--- config.mk ---
export PLATFORM = sky130hd
export DESIGN_NAME = dacc_top
export DESIGN_NICKNAME = d
export VERILOG_FILES = /design/src/core/dacc_pkg.sv /design/src/core/dacc_top.sv
export SDC_FILE = /design/constraint.sdc
export NUM_CORES = 1
export LEC_CHECK = 0
export BUFFER_PORTS_ARGS = -buffer_cell sky130_fd_sc_hd__buf_2
export CELL_PAD_IN_SITES_DETAIL_PLACEMENT = 2
export CELL_PAD_IN_SITES_GLOBAL_PLACEMENT = 2
export CORE_MARGIN = 4
export CORE_UTILIZATION = 42
export CTS_BUF_LIST = sky130_fd_sc_hd__clkbuf_8
export DETAILED_ROUTE_END_ITERATION = 12
export GPL_TIMING_DRIVEN = 0
export HOLD_SLACK_MARGIN = 0.06
export MAX_ROUTING_LAYER = met4
export PLACE_DENSITY_LB_ADDON = 0.12
export SLEW_MARGIN = 10
export SYNTH_ARGS = -nofsm -noshare
export SYNTH_HDL_FRONTEND = slang
export SYNTH_SLANG_ARGS = --single-unit
--- constraint.sdc ---
create_clock -name mclk -period 4.65 [get_ports mclk]
set_clock_uncertainty 0.2 [all_clocks]
set_input_delay 0 -clock mclk [delete_from_list [all_inputs] [get_ports mclk]]
set_output_delay 0 -clock mclk [all_outputs]
set_load 0.02 [all_outputs]
--- src/core/dacc_pkg.sv ---
package dacc_pkg;
    localparam int unsigned DACC_INSTANCES = 3;
    localparam int unsigned DACC_DATA_W = 8;
    localparam int unsigned DACC_ADDR_W = 4;
    // register index per instance: instance n at base n*DACC_INST_STRIDE
    localparam logic [3:0] DACC_INST_STRIDE = 4'h2;
    localparam logic [3:0] DACC_OFF_CTRL = 4'h0;
    localparam logic [3:0] DACC_OFF_DATA = 4'h1;
    localparam int unsigned DACC_BIT_ENABLE = 0;
    localparam int unsigned DACC_BIT_OUTPUT_PIN_ENABLE = 6;
    localparam int unsigned DACC_BIT_RUNSTB = 7;
    localparam logic [7:0] DACC_CTRL_RESET = 8'h00;
    localparam logic [7:0] DACC_DATA_RESET = 8'h00;
    localparam logic [7:0] DACC_CTRL_MASK = 8'hc1;
    // start-up time after standby exit
    localparam int unsigned DACC_CLK_MHZ = 100;
    localparam int unsigned DACC_STARTUP_NS = 1000;
    localparam int unsigned DACC_STARTUP_CYC =
        (DACC_STARTUP_NS * DACC_CLK_MHZ + 999) / 1000;

    typedef enum logic [1:0] {
        DACC_SLEEP_NONE,
        DACC_SLEEP_IDLE,
        DACC_SLEEP_STANDBY,
        DACC_SLEEP_POWERDOWN
    } dacc_sleep_t;

    typedef struct packed {
        logic [7:0] code;
        logic convert_start;
        logic core_enable;
        logic buffer_enable;
        logic pin_drive;
        logic internal_available;
    } dacc_analog_t;
endpackage : dacc_pkg

--- src/core/dacc_top.sv ---
// How it works
// - writing one to enable turns the converter on; writing zero turns it off.
// - when enabled, each data write starts a conversion two cycles later, once start-up is over.
// - when disabled, data write only stores; enable write later starts it.
// - pin drive only while output-pin enable is set.
// - output flagged available internally whenever enabled and not stopped by sleep, regardless of pin enable.
// - only instance zero has an external pin driver.
// - standby with run-in-standby set keeps the converter running.
// - standby without run-in-standby stops conversion, core and buffer off.
// - standby exit re-enables core and buffer, start-up delay before next conversion.
// - power-down always disables core and buffer.
// - data is 8 bits, linear from ground to reference.
// - debug halt does not stop or alter the converter.
// - three independent instances, each with control and data registers.
// - control bits: run-in-standby 7, pin enable 6, enable 0, reset zero.
// - data register at offset one, resets to zero.
//
// Implementation choices: the address-and-strobe port and the placing of the registers.
module dacc_top #(
    parameter int unsigned STARTUP_CYC = dacc_pkg::DACC_STARTUP_CYC
) (
    input wire logic mclk,
    input wire logic resetn,
    input wire logic [dacc_pkg::DACC_ADDR_W-1:0] addr,
    input wire logic [7:0] wdata,
    input wire logic wr_en,
    input wire logic rd_en,
    output logic [7:0] rdata,
    input wire dacc_pkg::dacc_sleep_t sleep_mode,
    input wire logic debug_halt,
    output dacc_pkg::dacc_analog_t analog_out [dacc_pkg::DACC_INSTANCES]
);
    localparam int unsigned N = dacc_pkg::DACC_INSTANCES;
    localparam int unsigned CW = $clog2(STARTUP_CYC + 1);

    // the start-up counter needs at least one cycle to mean anything
    if (STARTUP_CYC < 1) begin : g_bad_startup
        $error("STARTUP_CYC must be at least one");
    end

    logic [7:0] ctrl_reg [N];
    logic [7:0] data_reg [N];
    logic [N-1:0] pending_reg;
    logic [CW-1:0] startup_reg [N];
    logic [N-1:0] sel_ctrl;
    logic [N-1:0] sel_data;
    logic [N-1:0] active;
    logic [N-1:0] stopped;
    logic unused_halt;

    // debug halt is deliberately ignored
    assign unused_halt = debug_halt;

    genvar g;
    generate
        for (g = 0; g < N; g++) begin : g_inst
            localparam logic [3:0] BASE = 4'(g) * dacc_pkg::DACC_INST_STRIDE;
            logic en;
            logic stby;
            assign sel_ctrl[g] = (addr == BASE + dacc_pkg::DACC_OFF_CTRL);
            assign sel_data[g] = (addr == BASE + dacc_pkg::DACC_OFF_DATA);
            assign en = ctrl_reg[g][dacc_pkg::DACC_BIT_ENABLE];
            assign stby = (sleep_mode == dacc_pkg::DACC_SLEEP_STANDBY);
            assign stopped[g] = (sleep_mode == dacc_pkg::DACC_SLEEP_POWERDOWN) ||
                (stby && !ctrl_reg[g][dacc_pkg::DACC_BIT_RUNSTB]);
            assign active[g] = en && !stopped[g];

            always_ff @(posedge mclk or negedge resetn) begin
                if (!resetn) begin
                    ctrl_reg[g] <= dacc_pkg::DACC_CTRL_RESET;
                end else if (wr_en && sel_ctrl[g]) begin
                    ctrl_reg[g] <= wdata & dacc_pkg::DACC_CTRL_MASK;
                end
            end

            always_ff @(posedge mclk or negedge resetn) begin
                if (!resetn) begin
                    data_reg[g] <= dacc_pkg::DACC_DATA_RESET;
                end else if (wr_en && sel_data[g]) begin
                    data_reg[g] <= wdata;
                end
            end

            // start-up counter: loaded while stopped, counts after wake
            always_ff @(posedge mclk or negedge resetn) begin
                if (!resetn) begin
                    startup_reg[g] <= '0;
                end else if (stopped[g]) begin
                    startup_reg[g] <= CW'(STARTUP_CYC);
                end else if (startup_reg[g] != '0) begin
                    startup_reg[g] <= startup_reg[g] - CW'(1);
                end
            end

            // a request held back by sleep or start-up is issued once ready
            logic req;
            logic ready;
            assign ready = active[g] && (startup_reg[g] == '0);
            assign req = (wr_en && sel_data[g] && en) ||
                (wr_en && sel_ctrl[g] && wdata[dacc_pkg::DACC_BIT_ENABLE] && !en);

            always_ff @(posedge mclk or negedge resetn) begin
                if (!resetn) begin
                    pending_reg[g] <= 1'b0;
                end else if (req) begin
                    pending_reg[g] <= 1'b1;
                end else if (ready || (wr_en && sel_ctrl[g] &&
                        !wdata[dacc_pkg::DACC_BIT_ENABLE])) begin
                    pending_reg[g] <= 1'b0;
                end
            end

            always_ff @(posedge mclk or negedge resetn) begin
                if (!resetn) begin
                    analog_out[g] <= '0;
                end else begin
                    analog_out[g].code <= data_reg[g];
                    analog_out[g].convert_start <= pending_reg[g] && ready;
                    analog_out[g].core_enable <= active[g];
                    analog_out[g].buffer_enable <= active[g] &&
                        ctrl_reg[g][dacc_pkg::DACC_BIT_OUTPUT_PIN_ENABLE];
                    analog_out[g].pin_drive <= (g == 0) && active[g] &&
                        ctrl_reg[g][dacc_pkg::DACC_BIT_OUTPUT_PIN_ENABLE];
                    analog_out[g].internal_available <= active[g];
                end
            end
        end
    endgenerate

    always_ff @(posedge mclk or negedge resetn) begin
        if (!resetn) begin
            rdata <= 8'h00;
        end else if (rd_en) begin
            rdata <= 8'h00;
            for (int i = 0; i < N; i++) begin
                if (sel_ctrl[i]) begin
                    rdata <= ctrl_reg[i];
                end
                if (sel_data[i]) begin
                    rdata <= data_reg[i];
                end
            end
        end else begin
            rdata <= 8'h00;
        end
    end
endmodule : dacc_top

==> flow_summary_export.csv, run 1 <==
group,metric,value,unit
outcome,status,"completed",
clocking,cts_max_path_buffers,2,
yosys,synth_cells,319,
yosys,ys_seq_area_share,60.5,%
global_route,grt_pass1_wl,18500,um
cells_and_area,drive_gt1_share,32.9,%
yosys,async_reset_ff_share,100,%
sta,setup_viol,0,
floorplan,ios,66,
sta,setup_tns,0,ns
floorplan,start_util,43.4,%
cells_and_area,nFillCells,926,
sta,fin_crit_sh,62.8,%
floorplan,die-area,0.0113,mm2
worst_setup_path,cp-start-kind,"input port",
cells_and_area,syn_to_final_growth,23.1,%
cells_and_area,antenna_cells,0,
detailed_routing,drtIter0Drc,76,
power_and_ir_drop,power_frac_comb,23.8,%
sta,relSlewSlack,38.5,%
placement,portBuffers,60,
cells_and_area,largest_reg_flops,33,
clocking,path_clk_slew,0.09,ns
floorplan,die_h,106,um
cells_and_area,nets,438,
floorplan,rows,35,
clocking,clk_latency,0.36,ns
yosys,synth-edff-count,0,
clocking,clock-sinks,98,
clocking,htreeDepth,3,
min_path,hold_path.class,"flop to flop",
worst_setup_path,worstSetupPathType,"input port to flop",
detailed_routing,drt_wl_total,11100,um
global_route,overflow,0,
global_route,grt_max_degree,60,
worst_setup_path,worst_ep_required_time,4.74,ns
detailed_routing,dr.pass1.iters,4,
sta,final_hold_viol_count,0,
placement,gp_congestion,0.773,
yosys,synthFlopType,"dfrtp_1",
detailed_routing,drc_errors,0,
clocking,cts_inserted_buffers,9,
floorplan,die_w,106,um
cells_and_area,final_common_cell,"dfrtp_1",
sta,maxSlewViolCount,0,
placement,hpwl,7560,um
worst_setup_path,end_kind,"flop",
global_route,antenna_found_initial,0,
worst_setup_path,r2r_slack,2.26,ns
detailed_routing,ant_nets,0,
yosys,synthesis.area,0.00405,mm2
yosys,ys_types,46,
clocking,post_cts_buffers,0,
cells_and_area,final_area,0.00499,mm2
global_route,grt_pass1_vias,3355,
yosys,yosysWarnings,0,
power_and_ir_drop,seqPwrFrac,52.1,%
power_and_ir_drop,p_clk_share,24.1,%
sta,fmax,343,MHz
power_and_ir_drop,power.density,457,mW/mm2
yosys,synth_area_per_cell,12.7,um2
clocking,cts-root-buf,"clkbuf_8",
power_and_ir_drop,p_leak,2.32,nW
power_and_ir_drop,p_sw,0.751,mW
power_and_ir_drop,internal_power,1.53,mW
power_and_ir_drop,peakVddDrop,0.195,mV
worst_setup_path,critical_path_arrival,3.01,ns
detailed_routing,routed-via-count,2918,
sta,fin_crit,2.92,ns
clocking,cts_tree,"built",
clocking,ctsResizeCount,0,
cells_and_area,mostFrequentLayoutCells,"dfrtp_1 (98), buf_2 (63), mux2_2 (36)",
floorplan,core,0.00933,mm2
yosys,synth-seq-cells,98,
run,maxCapViolCount,0,
clocking,ctsHoldBuffers,24,
global_route,track_usage,21.6,%
detailed_routing,wl_per_cell,20.2,um
sta,rsz0062_at_grt,"false",
sta,tightest_slew,0.921,ns
power_and_ir_drop,switching_share,32.9,%
worst_setup_path,crit_fanout,10,
detailed_routing,vias_per_cell,5.32,
placement,dpl-instance-area,0.00455,mm2
## layout make-up
class                           instances  area, um2  share of cell area, %
Sequential cell                        98       2450                   49.1
Multi-Input combinational cell        193       1450                   29.1
Timing Repair Buffer                   85        581                   11.6
Tap cell                              129        161                   3.23
Clock buffer                            9        124                   2.48
Buffer                                 17        106                   2.13
Clock inverter                          6       67.6                   1.35
Inverter                               12       45.0                  0.903
## final timing paths
kind                                            start                     endpoint  cells past startpoint
setup reg to reg           startup_reg[0]$_DFFE_PN0P_   pending_reg[2]$_DFFE_PN0P_                      6
setup / recovery                              addr[3]     ctrl_reg[23]$_DFFE_PN0N_                      9
hold / removal                data_reg[3]$_DFFE_PN0P_      analog_out[8]$_DFF_PN0_                      0
min in group asynchronous                      resetn  startup_reg[10]$_DFFE_PN0P_                      4
max in group asynchronous                      resetn     analog_out[24]$_DFF_PN0_                      4
hold reg to reg               data_reg[3]$_DFFE_PN0P_      analog_out[8]$_DFF_PN0_                      0
## synth_stat cells, drive strengths merged (2+ instances only)
cell type	instances	area (um2)
a2111oi	2	17.5
a211oi	5	37.5
a21boi	3	22.5
a21oi	10	50.1
a22oi	8	60.1
and2	3	18.8
and3	5	31.3
buf	13	91.3
clkbuf	4	15.0
dfrtp	98	2450
ha	3	37.5
inv	12	45.0
mux2	39	450
mux2i	6	60.1
nand2	19	71.3
nand2b	2	12.5
nand3	4	20.0
nor2	15	63.8
nor2b	10	62.6
nor3	5	25.0
nor3b	2	15.0
nor4	2	12.5
nor4b	2	17.5
o211ai	3	22.5
o21ai	8	40.0
o21bai	3	22.5
o221a	3	33.8
o221ai	2	17.5
o31ai	4	30.0
or3b	3	26.3
or4	4	30.0
or4b	2	20.0
xnor2	7	61.3
## layer usage
layer / track usage, % / routed length, um / vias to the layer above
met1: 25.7 / 4680 / 1519
li1: - / - / 1315
met5: - / 0 / -
met4: 7.31 / 212 / 0
met2: 38.1 / 5850 / 63
met3: 2.85 / 326 / 21
## logic make-up (layout without fill, tap and decap cells)
logic type / Yosys count / in the layout / share of synthesized area [%]
AOI/OAI and AO/OA: 53 / 53 / 9.17
xor gates and xnor gates: 7 / 7 / 1.51
adders and majority gates: 3 / 3 / 0.926
buffers and inverters: 29 / 129 / 3.74
DFF: 98 / 98 / 60.5
muxes: 45 / 45 / 12.6
other: 1 / 2 / 0.0925
and+or+nand+nor: 83 / 83 / 11.5
## power by group through the flow
stage                     Sequential (mW)  Combinational, mW  Clock [mW]
final                                1.19              0.543       0.549
after CTS                            1.19              0.548       0.560
after global placement               1.18              0.492           0
after detailed placement             1.20              0.526           0
after global routing                 1.22              0.602       0.606
after floorplan                      1.23              0.283           0
## through the flow
step / std cells / utilization (%) / power, mW / hold slack (ns) / setup WS [ns]
global placement: 509 / 48.4 / 1.68 / 0.0665 / 2.40
floorplan: 320 / - / 1.51 / -0.496 / 2.64
finish: 549 / 53.5 / 2.28 / 0.212 / 1.73
detailed placement: 510 / 48.8 / 1.73 / -0.169 / 2.33
global route: 549 / 53.5 / 2.42 / 0.225 / 1.65
CTS: 549 / 53.5 / 2.30 / 0.208 / 1.82
## worst max-delay path, cell delays in order
cell	delay [ns]
dlygate4sd3_1	0.55
buf_2	0.14
buf_4	0.16
or4b_2	0.70
nor2_4	0.19
nand2_1	0.08
dlygate4sd3_1	0.55
o21ai_0	0.07
dlygate4sd3_1	0.57
(Power assumes the default switching activity.)
==> run 2, diff against run 1 <==
--- a/config.mk
+++ b/config.mk
@@ -5,11 +5,12 @@
 export SDC_FILE = /design/constraint.sdc
 export NUM_CORES = 1
 export LEC_CHECK = 0
+export ABC_AREA = 1
 export BUFFER_PORTS_ARGS = -buffer_cell sky130_fd_sc_hd__buf_2
 export CELL_PAD_IN_SITES_DETAIL_PLACEMENT = 2
 export CELL_PAD_IN_SITES_GLOBAL_PLACEMENT = 2
 export CORE_MARGIN = 4
-export CORE_UTILIZATION = 42
+export CORE_UTILIZATION = 35
 export CTS_BUF_LIST = sky130_fd_sc_hd__clkbuf_8
 export DETAILED_ROUTE_END_ITERATION = 12
 export GPL_TIMING_DRIVEN = 0
==> constraint.sdc (replaced) <==
create_clock -name mclk -period 2.9 [get_ports mclk]
set_clock_uncertainty 0.2 [all_clocks]
set_input_delay 0 -clock mclk [delete_from_list [all_inputs] [get_ports mclk]]
set_output_delay 0 -clock mclk [all_outputs]
set_load 0.02 [all_outputs]
==> run 2 against run 1 <==
Effect of this change: hold slack got worse by 0.022 ns; sequential power rose by 56%; global-route usage fell by 1.6 points; via count rose by 17%; critical path type unchanged; critical endpoint is now data_reg[7]$_DFFE_PN0P_.
==> flow_summary_export.csv, run 2 <==
group,metric,value,unit
detailed_routing,ant_nets,0,
yosys,synth_xor_area_share,1.08,%
placement,gp_congestion,0.776,
yosys,ys_types,27,
cells_and_area,antenna_cells,0,
global_route,grt_max_degree,64,
outcome,status,"completed",
global_route,grt_busiest_layer,"met2",
yosys,muxShareOfSynthArea,0,%
worst_setup_path,reg2reg_depth,7,
worst_setup_path,worst_ep_required_time,2.95,ns
floorplan,core,0.0114,mm2
clocking,cts_inserted_buffers,9,
worst_setup_path,r2r_slack,0.99,ns
clocking,clk_latency,0.37,ns
worst_setup_path,crit_path_frequent_cell,"dlygate4sd3_1",
yosys,synth_area_per_cell,9.02,um2
worst_setup_path,r2r-end,"startup_reg[14]$_DFFE_PN0P_",
global_route,antenna_found_initial,0,
clocking,htreeDepth,3,
detailed_routing,routed-via-count,3421,
cells_and_area,multi_input_area,0.00130,mm2
yosys,synthesis.area,0.00406,mm2
global_route,use_met2,34.4,%
worst_setup_path,path_cells,"dlygate4sd3_1 > buf_2 > nor2_2 > dlygate4sd3_1 > nand2_4 > dlygate4sd3_1 > nor2_8 > buf_6 > o21ai_0",
floorplan,ios,66,
min_path,hold_path.class,"flop to flop",
worst_setup_path,worstSetupPathType,"input port to flop",
sta,setup_viol,0,
detailed_routing,drc_errors,0,
global_route,track_usage,20.0,%
global_route,grt_pass1_vias,3840,
sta,tightest_slew,0.565,ns
sta,relSlewSlack,62.3,%
global_route,gr-usage-met3,2.04,%
cells_and_area,syn_to_final_growth,25.4,%
yosys,synth_top_cell_area_share,60.4,%
sta,whs,0.189,ns
sta,final_hold_viol_count,0,
worst_setup_path,cp-start-kind,"input port",
clocking,clock-sinks,98,
yosys,yosysWarnings,0,
clocking,ctsResizeCount,0,
placement,portBuffers,61,
sta,fin_crit,2.74,ns
floorplan,die_h,116,um
worst_setup_path,slowest_stage,"dlygate4sd3_1",
yosys,synth_area_leader_cell,"dfrtp_1",
global_route,grt_use_met1,24.7,%
floorplan,rows,39,
detailed_routing,vias_per_cell,4.91,
cells_and_area,largest_reg_flops,33,
cells_and_area,mostFrequentLayoutCells,"nand2_1 (104), dfrtp_1 (98), buf_2 (63)",
floorplan,die-area,0.0134,mm2
global_route,grt_pass1_wl,19900,um
yosys,synth_cells,450,
clocking,cts_tree,"built",
detailed_routing,wl_per_cell,17.0,um
run,maxCapViolCount,0,
worst_setup_path,end_kind,"flop",
yosys,synthTopCellsByCount,"nand2_1 (104), dfrtp_1 (98), inv_1 (58)",
min_path,hold_end,"analog_out[12]$_DFF_PN0_",
clocking,post_cts_buffers,0,
worst_setup_path,crit_cells,9,
yosys,async_reset_ff_share,100,%
min_path,worstHoldPathCells,0,
worst_setup_path,r2r-start,"startup_reg[14]$_DFFE_PN0P_",
yosys,synth_compound_area_share,5.49,%
yosys,synth-seq-cells,98,
yosys,synth-edff-count,0,
yosys,yosys.area_share.simple,24.3,%
sta,setup_tns,0,ns
yosys,yosys-top-cells-area,"dfrtp_1 (60%), nand2_1 (9.6%), nand3_1 (6.8%)",
worst_setup_path,path_delay_family,"buffers and inverters",
sta,rsz0062_at_grt,"false",
clocking,path_clk_slew,0.09,ns
detailed_routing,drtIter0Drc,107,
min_path,min_from,"data_reg[7]$_DFFE_PN0P_",
cells_and_area,nets,571,
sta,fin_crit_sh,94.6,%
clocking,ctsHoldBuffers,25,
worst_setup_path,slowest_delay,0.72,ns
power_and_ir_drop,p_leak,2.72,nW
cells_and_area,seqCellArea,0.00245,mm2
cells_and_area,nFillCells,1269,
detailed_routing,dr.pass1.iters,4,
worst_setup_path,path_buf_inv,5,
yosys,synth_top_family_by_area,"simple AND/OR/NAND/NOR gates",
sta,fmax,365,MHz
cells_and_area,final_common_cell,"nand2_1",
cells_and_area,drive_gt1_share,17.3,%
yosys,synthFlopType,"dfrtp_1",
yosys,ys_seq_area_share,60.4,%
placement,hpwl,8450,um
clocking,cts_max_path_buffers,2,
clocking,cts-root-buf,"clkbuf_8",
worst_setup_path,crit_fanout,10,
yosys,synthAdderAreaFrac,0.925,%
yosys,yosysMostFrequentCell,"nand2_1",
power_and_ir_drop,peakVddDrop,0.315,mV
floorplan,start_util,35.7,%
global_route,overflow,0,
power_and_ir_drop,power.density,761,mW/mm2
floorplan,die_w,116,um
sta,maxSlewViolCount,0,
worst_setup_path,critical_path_arrival,2.79,ns
detailed_routing,drt_wl_total,11900,um
==> run 2: cell count changes in the layout (fill, tap and decap cells not counted), sizes merged, moves of 8 or more <==
| cell | change |
|---|---|
| a22oi | -8 |
| nor2b | -10 |
| nor2 | +40 |
| o21ai | +24 |
| nand3 | +51 |
| inv | +45 |
| nand2 | +86 |
| mux2 | -39 |
==> run 2: per-layer routing <==
metal / vias to the layer above / routed length (um)
met2: 49 / 6240
met1: 1750 / 5200
li1: 1607 / -
met3: 15 / 249
met5: - / 0
met4: 0 / 188
==> run 2: worst register-to-register path: stages (launching register included) <==
cell,delay (ns)
dfrtp_1,0.39
inv_1,0.14
ha_1,0.28
nand2_1,0.11
nor2_1,0.32
nand2_1,0.20
nand2_1,0.09
o21ai_0,0.08
==> run 2: how the worst max path moves through the flow <==
stage	startpoint	end	slack, ns
2_1_floorplan	startup_reg[14]$_DFFE_PN0P_	startup_reg[14]$_DFFE_PN0P_	1.36
3_3_place_gp	resetn	startup_reg[3]$_DFFE_PN0P_	0.57
3_5_place_dp	startup_reg[14]$_DFFE_PN0P_	startup_reg[14]$_DFFE_PN0P_	0.97
4_1_cts	addr[0]	data_reg[7]$_DFFE_PN0P_	0.18
5_1_grt	addr[1]	data_reg[5]$_DFFE_PN0P_	0.07
6_report	addr[1]	data_reg[7]$_DFFE_PN0P_	0.16
==> run 2: logic make-up after synthesis <==
| kind of cell | Yosys count |
|---|---|
| simple gates | 228 |
| flops | 98 |
| buf+inv | 72 |
| compound gates | 43 |
| xor+xnor | 5 |
| fa+ha+maj | 3 |
| other cells | 1 |
==> run 2: metrics by stage <==
stage	util (%)	worst slack, ns	std cells	cell area, um2	total power, mW
2_1_floorplan	-	1.36	451	4060	2.42
3_3_place_gp	40.0	0.572	655	4550	2.71
3_5_place_dp	40.2	0.966	656	4580	2.78
4_1_cts	44.7	0.180	697	5090	3.92
5_1_grt	44.7	0.0726	697	5090	4.14
6_report	44.7	0.158	697	5090	3.87
==> run 2: area by class of cell <==
class	instances	area share, %
sequential	98	48.2
timing repair buffer	87	11.7
clock inverter	6	2.24
multi-input combinational	281	25.5
inverter	59	4.35
tap	143	3.52
buffer	13	1.77
clock buffer	10	2.71
==> run 2: where the power goes <==
part | leakage (nW) | switching [mW] | internal, mW
clock network | 0.119 | 0.494 | 0.598
logic | 1.40 | 0.589 | 0.331
registers | 1.20 | 0.197 | 1.66
total | 2.72 | 1.28 | 2.59
